## src/hw/pmbus_cmd_defs.vh

```
// Command codes, field positions, reset values and linear-format constants
`ifndef PMBUS_CMD_DEFS_VH
`define PMBUS_CMD_DEFS_VH

// ----------------------------------------------------------------------------
// Command codes
// ----------------------------------------------------------------------------
`define CMD_OUTPUT_ENABLE       8'h01
`define CMD_CLEAR_FAULTS        8'h03
`define CMD_TEMP_FAULT_THR      8'h4F
`define CMD_TEMP_WARN_THR       8'h51
`define CMD_VIN_OV_FAULT_THR    8'h55
`define CMD_GOOD_ASSERT         8'h5E
`define CMD_GOOD_NEGATE         8'h5F
`define CMD_TURN_ON_DELAY       8'h60
`define CMD_RISE_TIME           8'h61
`define CMD_SUMMARY_WORD        8'h79
`define CMD_OUTVOLT_BYTE        8'h7A
`define CMD_OUTCURR_BYTE        8'h7B
`define CMD_INPUT_BYTE          8'h7C
`define CMD_THERMAL_BYTE        8'h7D
`define CMD_COMMS_BYTE          8'h7E
`define CMD_MEAS_VIN            8'h88
`define CMD_MEAS_VOUT           8'h8B
`define CMD_MEAS_IOUT           8'h8C
`define CMD_HOTSPOT_TEMP        8'h8D
`define CMD_PROTOCOL_REV        8'h98
`define CMD_UNLOCK_KEY          8'hEC

// ----------------------------------------------------------------------------
// Linear-format words: exponent in bits 15:11, mantissa in bits 10:0
// ----------------------------------------------------------------------------
`define EXP_TEMP                5'h1E
`define EXP_VIN                 5'h1D
`define EXP_TIME                5'h1F
`define MANT_TEMP_WARN_DEF      11'h190
`define MANT_TEMP_WARN_MAX      11'h1E0
`define MANT_TEMP_FAULT         11'h21C
`define MANT_VIN_OV             11'h1F0
`define MANT_DELAY_DEF          11'h02C
`define MANT_DELAY_MAX          11'h0A4
`define MANT_RISE               11'h014
// Output voltage words are plain mantissa with exponent -12
`define VOUT_GOOD_ON            16'hB666
`define VOUT_GOOD_OFF           16'hB333

// ----------------------------------------------------------------------------
// Reset values and fields
// ----------------------------------------------------------------------------
`define OUTPUT_ENABLE_RST       8'h80
`define OUTPUT_ENABLE_BIT       7
`define UNLOCK_KEY_RST          32'hA5A5_A5A5
`define UNLOCK_KEY_MATCH        32'h7E15_DC42
`define WORD_PG_BIT             11
`define WORD_VOUT_BIT           15
`define WORD_IOUT_BIT           14
`define WORD_INPUT_BIT          13
`define WORD_OFF_BIT            6
`define WORD_VOUT_OV_BIT        5
`define WORD_IOUT_OC_BIT        4
`define WORD_VIN_UV_BIT         3
`define WORD_TEMP_BIT           2
`define WORD_CML_BIT            1
`define CML_BAD_CMD_BIT         7
`define CML_BAD_DATA_BIT        6

`endif

```

## src/hw/linear_range_check.v

```verilog
// Range check of a linear-format word against a fixed exponent and mantissa span
module linear_range_check (
    input  wire [15:0] word_in,
    input  wire [4:0]  exp_in,
    input  wire [10:0] min_in,
    input  wire [10:0] max_in,
    output wire        ok_out
);
    assign ok_out = (word_in[15:11] == exp_in) && (word_in[10:0] >= min_in)
                    && (word_in[10:0] <= max_in);
endmodule // linear_range_check

```

## src/hw/power_good_detect.v

```verilog
// Power-good comparator with hysteresis on the output voltage word
`include "pmbus_cmd_defs.vh"
module power_good_detect (
    input  wire        core_clk_in,
    input  wire        arst_n_in,
    input  wire [15:0] vout_in,
    output reg         good_out
);
    always @(posedge core_clk_in or negedge arst_n_in) begin
        if (!arst_n_in) begin
            good_out <= 1'b0;
        end else if (vout_in >= `VOUT_GOOD_ON) begin
            good_out <= 1'b1;
        end else if (vout_in <= `VOUT_GOOD_OFF) begin
            good_out <= 1'b0;
        end
    end
endmodule // power_good_detect

```

## src/hw/power_module_cmd_regs.v

```verilog
// Command register bank of the power module management interface
//
// How it works
// - Temperature warning threshold, read/write, exponent -2, default 100, range 100..120.
// - Input overvoltage fault threshold reads 62 V, exponent -3, read-only.
// - Power-good flag asserts once output voltage reaches the on level 11.4 V.
// - Power-good flag negates when output falls to the off level 11.2 V.
// - Turn-on delay, read/write, exponent -1, default 22 ms, range 22..82.
// - Output rise time reads 10 ms with exponent -1, read-only.
// - Summary status word returned on a word read.
// - Output voltage status byte returned on a byte read.
// - Output current status byte returned on a byte read.
// - Input over/undervoltage status byte returned on a byte read.
// - Temperature status byte returned on a byte read.
// - Measured input voltage returned, exponent -3.
// - Measured output voltage returned, exponent -12.
// - Measured output current returned, exponent -3.
// - Hot-spot temperature returned, exponent -2.
// - Fixed protocol revision byte returned.
// - Flash unlocks only when the written four-byte key block matches.
// - Clear command send-byte clears all latched fault bits, except a fault present in the clear cycle, which stays latched.
`include "pmbus_cmd_defs.vh"
module power_module_cmd_regs #(
    parameter [7:0] PROTOCOL_REV = 8'h11 // arbitrary value
) (
    input  wire        core_clk_in,
    input  wire        arst_n_in,
    input  wire        cmd_valid_in,
    input  wire        cmd_write_in,
    input  wire [7:0]  cmd_code_in,
    input  wire [2:0]  cmd_len_in,
    input  wire [31:0] cmd_wdata_in,
    output reg  [31:0] cmd_rdata_out,
    output reg  [2:0]  cmd_rlen_out,
    output reg         cmd_done_out,
    input  wire [15:0] meas_vin_in,
    input  wire [15:0] meas_vout_in,
    input  wire [15:0] meas_iout_in,
    input  wire [15:0] meas_temp_in,
    input  wire        out_on_in,
    input  wire        vout_ov_fault_in,
    input  wire        vout_ov_warn_in,
    input  wire        iout_oc_fault_in,
    input  wire        iout_oc_warn_in,
    input  wire        vin_ov_fault_in,
    input  wire        vin_uv_fault_in,
    input  wire        temp_fault_in,
    input  wire        temp_warn_in,
    output wire        output_enable_out,
    output wire        flash_unlocked_out,
    output wire [15:0] temp_warn_threshold_out,
    output wire [15:0] turn_on_delay_time_out,
    output wire        power_good_out
);

    // ------------------------------------------------------------------------
    // Register state
    // ------------------------------------------------------------------------
    reg  [7:0]  output_enable_command;
    reg  [15:0] temp_warn_threshold;
    reg  [15:0] turn_on_delay_time;
    reg  [31:0] nonvolatile_unlock_key;
    reg  [7:0]  outvolt_fault_byte;
    reg  [7:0]  outcurr_fault_byte;
    reg  [7:0]  input_fault_byte;
    reg  [7:0]  thermal_fault_byte;
    reg  [7:0]  comms_fault_byte;
    wire        good;
    wire        warn_ok;
    wire        delay_ok;

    function [15:0] lin;
        input [4:0]  e;
        input [10:0] m;
        begin
            lin = {e, m};
        end
    endfunction

    function is_writable;
        input [7:0] c;
        begin
            is_writable = (c == `CMD_OUTPUT_ENABLE) || (c == `CMD_TEMP_WARN_THR)
                || (c == `CMD_TURN_ON_DELAY) || (c == `CMD_UNLOCK_KEY)
                || (c == `CMD_CLEAR_FAULTS);
        end
    endfunction

    // ------------------------------------------------------------------------
    // Helpers
    // ------------------------------------------------------------------------
    power_good_detect u_pg (
        .core_clk_in (core_clk_in),
        .arst_n_in   (arst_n_in),
        .vout_in     (meas_vout_in),
        .good_out    (good)
    );

    linear_range_check u_warn_chk (
        .word_in (cmd_wdata_in[15:0]),
        .exp_in  (`EXP_TEMP),
        .min_in  (`MANT_TEMP_WARN_DEF),
        .max_in  (`MANT_TEMP_WARN_MAX),
        .ok_out  (warn_ok)
    );

    linear_range_check u_delay_chk (
        .word_in (cmd_wdata_in[15:0]),
        .exp_in  (`EXP_TIME),
        .min_in  (`MANT_DELAY_DEF),
        .max_in  (`MANT_DELAY_MAX),
        .ok_out  (delay_ok)
    );

    // ------------------------------------------------------------------------
    // Writes, latched faults
    // ------------------------------------------------------------------------
    wire wr       = cmd_valid_in && cmd_write_in;
    wire clr      = wr && (cmd_code_in == `CMD_CLEAR_FAULTS);
    wire bad_cmd  = wr && !is_writable(cmd_code_in);
    wire bad_data = wr && (((cmd_code_in == `CMD_TEMP_WARN_THR) && !warn_ok)
                    || ((cmd_code_in == `CMD_TURN_ON_DELAY) && !delay_ok));

    always @(posedge core_clk_in or negedge arst_n_in) begin
        if (!arst_n_in) begin
            output_enable_command  <= `OUTPUT_ENABLE_RST;
            temp_warn_threshold    <= {`EXP_TEMP, `MANT_TEMP_WARN_DEF};
            turn_on_delay_time     <= {`EXP_TIME, `MANT_DELAY_DEF};
            nonvolatile_unlock_key <= `UNLOCK_KEY_RST;
        end else if (wr) begin
            case (cmd_code_in)
                `CMD_OUTPUT_ENABLE: begin
                    output_enable_command <= {cmd_wdata_in[`OUTPUT_ENABLE_BIT], 7'h00};
                end
                `CMD_TEMP_WARN_THR: begin
                    if (warn_ok) temp_warn_threshold <= cmd_wdata_in[15:0];
                end
                `CMD_TURN_ON_DELAY: begin
                    if (delay_ok) turn_on_delay_time <= cmd_wdata_in[15:0];
                end
                `CMD_UNLOCK_KEY: begin
                    nonvolatile_unlock_key <= cmd_wdata_in;
                end
                default: begin
                end
            endcase
        end
    end

    // Set wins over clear: a fault present in the clear cycle stays latched
    always @(posedge core_clk_in or negedge arst_n_in) begin
        if (!arst_n_in) begin
            outvolt_fault_byte <= 8'h00;
            outcurr_fault_byte <= 8'h00;
            input_fault_byte   <= 8'h00;
            thermal_fault_byte <= 8'h00;
            comms_fault_byte   <= 8'h00;
        end else begin
            outvolt_fault_byte <= (clr ? 8'h00 : outvolt_fault_byte)
                | {vout_ov_fault_in, vout_ov_warn_in, 6'h00};
            outcurr_fault_byte <= (clr ? 8'h00 : outcurr_fault_byte)
                | {iout_oc_fault_in, 1'b0, iout_oc_warn_in, 5'h00};
            input_fault_byte   <= (clr ? 8'h00 : input_fault_byte)
                | {vin_ov_fault_in, 2'b00, vin_uv_fault_in, 4'h0};
            thermal_fault_byte <= (clr ? 8'h00 : thermal_fault_byte)
                | {temp_fault_in, temp_warn_in, 6'h00};
            comms_fault_byte   <= (clr ? 8'h00 : comms_fault_byte)
                | {bad_cmd, bad_data, 6'h00};
        end
    end

    // ------------------------------------------------------------------------
    // Summary word
    // ------------------------------------------------------------------------
    reg [15:0] summary;
    always @* begin
        summary = 16'h0000;
        summary[`WORD_VOUT_BIT]    = |outvolt_fault_byte;
        summary[`WORD_IOUT_BIT]    = |outcurr_fault_byte;
        summary[`WORD_INPUT_BIT]   = |input_fault_byte;
        summary[`WORD_PG_BIT]      = !good;
        summary[`WORD_OFF_BIT]     = !out_on_in;
        summary[`WORD_VOUT_OV_BIT] = outvolt_fault_byte[7];
        summary[`WORD_IOUT_OC_BIT] = outcurr_fault_byte[7];
        summary[`WORD_VIN_UV_BIT]  = input_fault_byte[4];
        summary[`WORD_TEMP_BIT]    = |thermal_fault_byte;
        summary[`WORD_CML_BIT]     = |comms_fault_byte;
    end

    // ------------------------------------------------------------------------
    // Read answer, registered one cycle after the request
    // ------------------------------------------------------------------------
    reg [31:0] next_rdata;
    reg [2:0]  next_rlen;
    always @* begin
        next_rdata = 32'h0000_0000;
        next_rlen  = 3'h2;
        case (cmd_code_in)
            `CMD_OUTPUT_ENABLE:    begin next_rdata[7:0] = output_enable_command; next_rlen = 3'h1; end
            `CMD_TEMP_WARN_THR:    next_rdata[15:0] = temp_warn_threshold;
            `CMD_TEMP_FAULT_THR:   next_rdata[15:0] = lin(`EXP_TEMP, `MANT_TEMP_FAULT);
            `CMD_VIN_OV_FAULT_THR: next_rdata[15:0] = lin(`EXP_VIN, `MANT_VIN_OV);
            `CMD_GOOD_ASSERT:      next_rdata[15:0] = `VOUT_GOOD_ON;
            `CMD_GOOD_NEGATE:      next_rdata[15:0] = `VOUT_GOOD_OFF;
            `CMD_TURN_ON_DELAY:    next_rdata[15:0] = turn_on_delay_time;
            `CMD_RISE_TIME:        next_rdata[15:0] = lin(`EXP_TIME, `MANT_RISE);
            `CMD_SUMMARY_WORD:     next_rdata[15:0] = summary;
            `CMD_OUTVOLT_BYTE:     begin next_rdata[7:0] = outvolt_fault_byte; next_rlen = 3'h1; end
            `CMD_OUTCURR_BYTE:     begin next_rdata[7:0] = outcurr_fault_byte; next_rlen = 3'h1; end
            `CMD_INPUT_BYTE:       begin next_rdata[7:0] = input_fault_byte; next_rlen = 3'h1; end
            `CMD_THERMAL_BYTE:     begin next_rdata[7:0] = thermal_fault_byte; next_rlen = 3'h1; end
            `CMD_COMMS_BYTE:       begin next_rdata[7:0] = comms_fault_byte; next_rlen = 3'h1; end
            `CMD_MEAS_VIN:         next_rdata[15:0] = meas_vin_in;
            `CMD_MEAS_VOUT:        next_rdata[15:0] = meas_vout_in;
            `CMD_MEAS_IOUT:        next_rdata[15:0] = meas_iout_in;
            `CMD_HOTSPOT_TEMP:     next_rdata[15:0] = meas_temp_in;
            `CMD_PROTOCOL_REV:     begin next_rdata[7:0] = PROTOCOL_REV; next_rlen = 3'h1; end
            `CMD_UNLOCK_KEY:       begin next_rdata = nonvolatile_unlock_key; next_rlen = 3'h4; end
            default:               next_rlen = 3'h0;
        endcase
    end

    always @(posedge core_clk_in or negedge arst_n_in) begin
        if (!arst_n_in) begin
            cmd_rdata_out <= 32'h0000_0000;
            cmd_rlen_out  <= 3'h0;
            cmd_done_out  <= 1'b0;
        end else begin
            cmd_done_out <= cmd_valid_in;
            if (cmd_valid_in && !cmd_write_in) begin
                cmd_rdata_out <= next_rdata;
                cmd_rlen_out  <= next_rlen;
            end
        end
    end

    assign output_enable_out       = output_enable_command[`OUTPUT_ENABLE_BIT];
    assign flash_unlocked_out      = (nonvolatile_unlock_key == `UNLOCK_KEY_MATCH);
    assign temp_warn_threshold_out = temp_warn_threshold;
    assign turn_on_delay_time_out  = turn_on_delay_time;
    assign power_good_out          = good;

endmodule // power_module_cmd_regs

```

## config.mk

```make
export PLATFORM = sky130hd
export DESIGN_NAME = power_module_cmd_regs
export DESIGN_NICKNAME = d
export VERILOG_FILES = /design/src/hw/linear_range_check.v /design/src/hw/power_good_detect.v /design/src/hw/power_module_cmd_regs.v
export VERILOG_INCLUDE_DIRS = /design/src /design/src/hw
export SDC_FILE = /design/constraint.sdc
export NUM_CORES = 1
export LEC_CHECK = 0
export BUFFER_PORTS_ARGS = -buffer_cell sky130_fd_sc_hd__buf_2
export CELL_PAD_IN_SITES_DETAIL_PLACEMENT = 1
export CELL_PAD_IN_SITES_GLOBAL_PLACEMENT = 2
export CORE_UTILIZATION = 25
export DETAILED_ROUTE_END_ITERATION = 8
export GPL_TIMING_DRIVEN = 0
export PLACE_DENSITY = 0.68
export SYNTH_ARGS = -nofsm -noshare
export SYNTH_HDL_FRONTEND = slang
export SYNTH_SLANG_ARGS = --single-unit
```

## constraint.sdc

```tcl
create_clock -name core_clk_in -period 3 [get_ports core_clk_in]
set_clock_uncertainty 0.1 [all_clocks]
set_input_delay 0.45 -clock core_clk_in [delete_from_list [all_inputs] [get_ports core_clk_in]]
set_output_delay 0.45 -clock core_clk_in [all_outputs]
set_load 0.05 [all_outputs]
```

==> impl_metrics.json <==
{
  "run_status": "complete, no violations",
  "dp_slack_ns": -0.414,
  "clock_tree.buffer_depth": 2,
  "worstSkewPairLatency_ns": 0.36,
  "max-cap-violations": 0,
  "ys_top_cells_by_area": "dfrtp_1, dfstp_2, mux2_2",
  "timing.setup.tns_ns": 0,
  "synth_edf_count": 0,
  "net_count_of_the_mapped_netlist": 712,
  "cp_data_required_time_ns": 3.14,
  "num_vias": 5636,
  "cts.sink_count": 112,
  "global_route.usage.total": 0.209,
  "main_combinational_cell_family_by_area_after_synthesis": "simple AND/OR/NAND/NOR gates",
  "slew_viol_final": 0,
  "grt_first_pass_wirelength_um": 37300,
  "power-per-cell-area_nw_per_um2": 430,
  "via_per_inst": 5.05,
  "setup_violations": 0,
  "slowest_delay_ns": 0.50,
  "synth_compound_area_frac": 0.172,
  "synth-main-ff-cell": "dfrtp_1",
  "synth_cell_types": 70,
  "std_cell_rows": 56,
  "max_slew.worst_pin.slew_ns": 1.01,
  "detailed_place.area_um2": 7340,
  "synthToLayoutAreaGrowth_pct": 28.5,
  "holdCritPathClass": "in2reg",
  "clk_root_buffer_cell": "clkbuf_16",
  "drt-pass1-iter-count": 6,
  "post_synth.cell_area_avg_um2": 10.1,
  "postLayoutCoreUtil": 0.327,
  "clock_tree.htree_level_count": 3,
  "proportion_of_layout_cells_with_a_drive_suffix_above_1": 0.385,
  "clk_pin_slew_ns": 0.08,
  "timing.final.hold_violations": 0,
  "crit_path_top_delay_cell": "clkbuf_1",
  "yosys.area.top_type": "dfrtp_1",
  "number_of_buffers_created_by_cts": 9,
  "grt_start_max_net_pins": 88,
  "post_synth_and_or_nand_nor_area_fraction": 0.219,
  "place.detailed.hpwl_um": 19400,
  "critical_path_arrival_ns": 2.88,
  "final_common_cell": "buf_2",
  "crit_type": "in2reg",
  "timing.fmax_mhz": 366,
  "initial_utilization": 0.255,
  "synthArstFlopShare": 1.00,
  "synthAdderAreaFrac": 0,
  "die-area_um2": 24500,
  "timing.critical_path.fanout_max": 10,
  "drtAntennaViolNets": 0,
  "antenna_cells_inserted": 0,
  "tritoncts": "done",
  "critical_path.startpoint_type": "primary input",
  "yosys.area_share.xor_xnor": 0,
  "nets_finish": 912,
  "io_buffer_count": 187,
  "final_critical_path_setup_slack_ns": 0.264,
  "first_iter_violations": 358,
  "die_width_um": 156,
  "drc": 0,
  "gr-total-overflow": 0,
  "synth_top_area_share": 0.336,
  "worstPathCellList": "buf_2 > buf_2 > buf_1 > buf_1 > clkbuf_1 > nand3_1 > o211ai_1 > a21oi_1 > o21ai_0 > nand2_1",
  "placeableCoreArea_um2": 23400,
  "grt_setup_unrepaired": "no",
  "power.static_leakage_nw": 3.60,
  "synthCells": 592,
  "layout.cells.most_common_list": "buf_2, dfrtp_1, nand2_1, mux2_2, nand3_1",
  "io_pins": 191,
  "die_y_um": 156,
  "setup.worst_path.end_class": "flip-flop",
  "antenna_found_initial": 0,
  "slew_headroom": 0.324,
  "gp_routability_congestion": 0.892,
  "min_period_ns": 2.74,
  "vdd_drop_max_uv": 222,
  "synth.mux.area_fraction": 0.0965,
  "synth.yosys.seq_area_share": 0.477,
  "wire_per_inst_um": 22.3,
  "area_of_the_mapped_netlist_um2": 5960,
  "finalInstanceArea_um2": 7660,
  "ys_ff_latch": 112,
  "yosys_warnings": 0,
  "layout_worst_path_cycle_share": 0.912,
  "whs_ns": 0.164,
  "first_global_vias": 6018,
  "wirelength_um": 24900
}
## per-layer routing
layer / up-vias / global-route usage / part of all wire / wire length, um
met1: 2816 / 0.276 / 0.45 / 11300
li1: 2603 / - / - / -
met2: 184 / 0.342 / 0.47 / 11700
met3: 33 / 0.0291 / 0.049 / 1220
met5: - / 0 / 0 / 0
met4: 0 / 0.0840 / 0.029 / 719
## registers in the layout (all words and copies together), names as in the netlist
register / flops
comms_fault_byte: 2
outvolt_fault_byte: 2
cmd_done_out: 1
cmd_rlen_out: 3
outcurr_fault_byte: 2
temp_warn_threshold_out: 16
turn_on_delay_time_out: 16
cmd_rdata_out: 32
output_enable_command: 1
thermal_fault_byte: 2
input_fault_byte: 2
nonvolatile_unlock_key: 32
u_pg.good_out: 1
## critical path: cells and delay by family
kind	cells	cell delay (ns)
AOI/OAI and AO/OA	3	0.52
buffers and inverters	5	1.67
and+or+nand+nor	2	0.22
## area by class of cell
| class | count | area, um^2 |
|---|---|---|
| Fill cell | 2820 | 15700 |
| Multi-Input combinational cell | 431 | 2910 |
| Sequential cell | 112 | 2840 |
| Timing Repair Buffer | 189 | 980 |
| Tap cell | 319 | 399 |
| Clock buffer | 9 | 225 |
| Buffer | 46 | 205 |
| Clock inverter | 7 | 86.3 |
| Inverter | 3 | 11.3 |
## cell usage after synthesis, types with 6 or more instances
library cell	instances
nand3_1	33
nor3b_1	9
a21o_1	9
o21ai_0	30
dfrtp_1	80
or2b_1	6
clkbuf_1	30
nor4b_1	7
a21oi_1	29
nand2_1	69
nor2_1	21
dfstp_2	32
nand2b_1	6
a31oi_1	7
nor2b_1	11
a22oi_1	20
nor4bb_1	7
and3_1	13
and2_1	6
buf_1	7
nor3_1	7
nand4_1	6
mux2_2	48
## worst paths after layout
| path | start | to | slack, ns | cells after the start |
|---|---|---|---|---|
| setup / recovery | cmd_code_in[2] | cmd_rlen_out[0]$_DFFE_PN0P_ | 0.26 | 10 |
| hold / removal | iout_oc_warn_in | outcurr_fault_byte[5]$_DFF_PN0_ | 0.16 | 2 |
| setup reg to reg | outvolt_fault_byte[7]$_DFF_PN0_ | cmd_rdata_out[15]$_DFFE_PN0P_ | 1.28 | 4 |
| hold reg to reg | cmd_rdata_out[17]$_DFFE_PN0P_ | cmd_rdata_out[17]$_DFFE_PN0P_ | 0.37 | 2 |
| max in group asynchronous | arst_n_in | temp_warn_threshold_out[7]$_DFFE_PN1P_ | 1.62 | 3 |
| min in group asynchronous | arst_n_in | cmd_rdata_out[22]$_DFFE_PN0P_ | 0.41 | 2 |
## cell families (layout without fill, tap and decap cells)
kind of cell / count (synthesis) / after routing
AOI/OAI and AO/OA: 148 / 148
muxes: 51 / 51
and+or+nand+nor: 232 / 232
buffers and inverters: 49 / 254
DFF: 112 / 112
## through the flow
stage / instances / power [mW]
4_1_cts: 1116 / 3.33
6_report: 1116 / 3.29
3_5_place_dp: 1099 / 2.02
3_3_place_gp: 1098 / 2.01
5_1_grt: 1116 / 3.43
2_1_floorplan: 592 / 1.79
## where the power goes
part	total (mW)	internal (mW)	switching (mW)	leakage, nW
registers	1.57	1.54	0.0272	1.38
clock network	1.30	0.669	0.633	0.155
logic	0.418	0.145	0.274	2.07
## timing repair
item	CTS	global route
setup endpoints to repair	2	2
resized for setup	1	2
cloned	0	0
hold buffers	1	0
endpoints found under the hold margin	20	0
setup buffers	0	0
(Power assumes the default switching activity.)
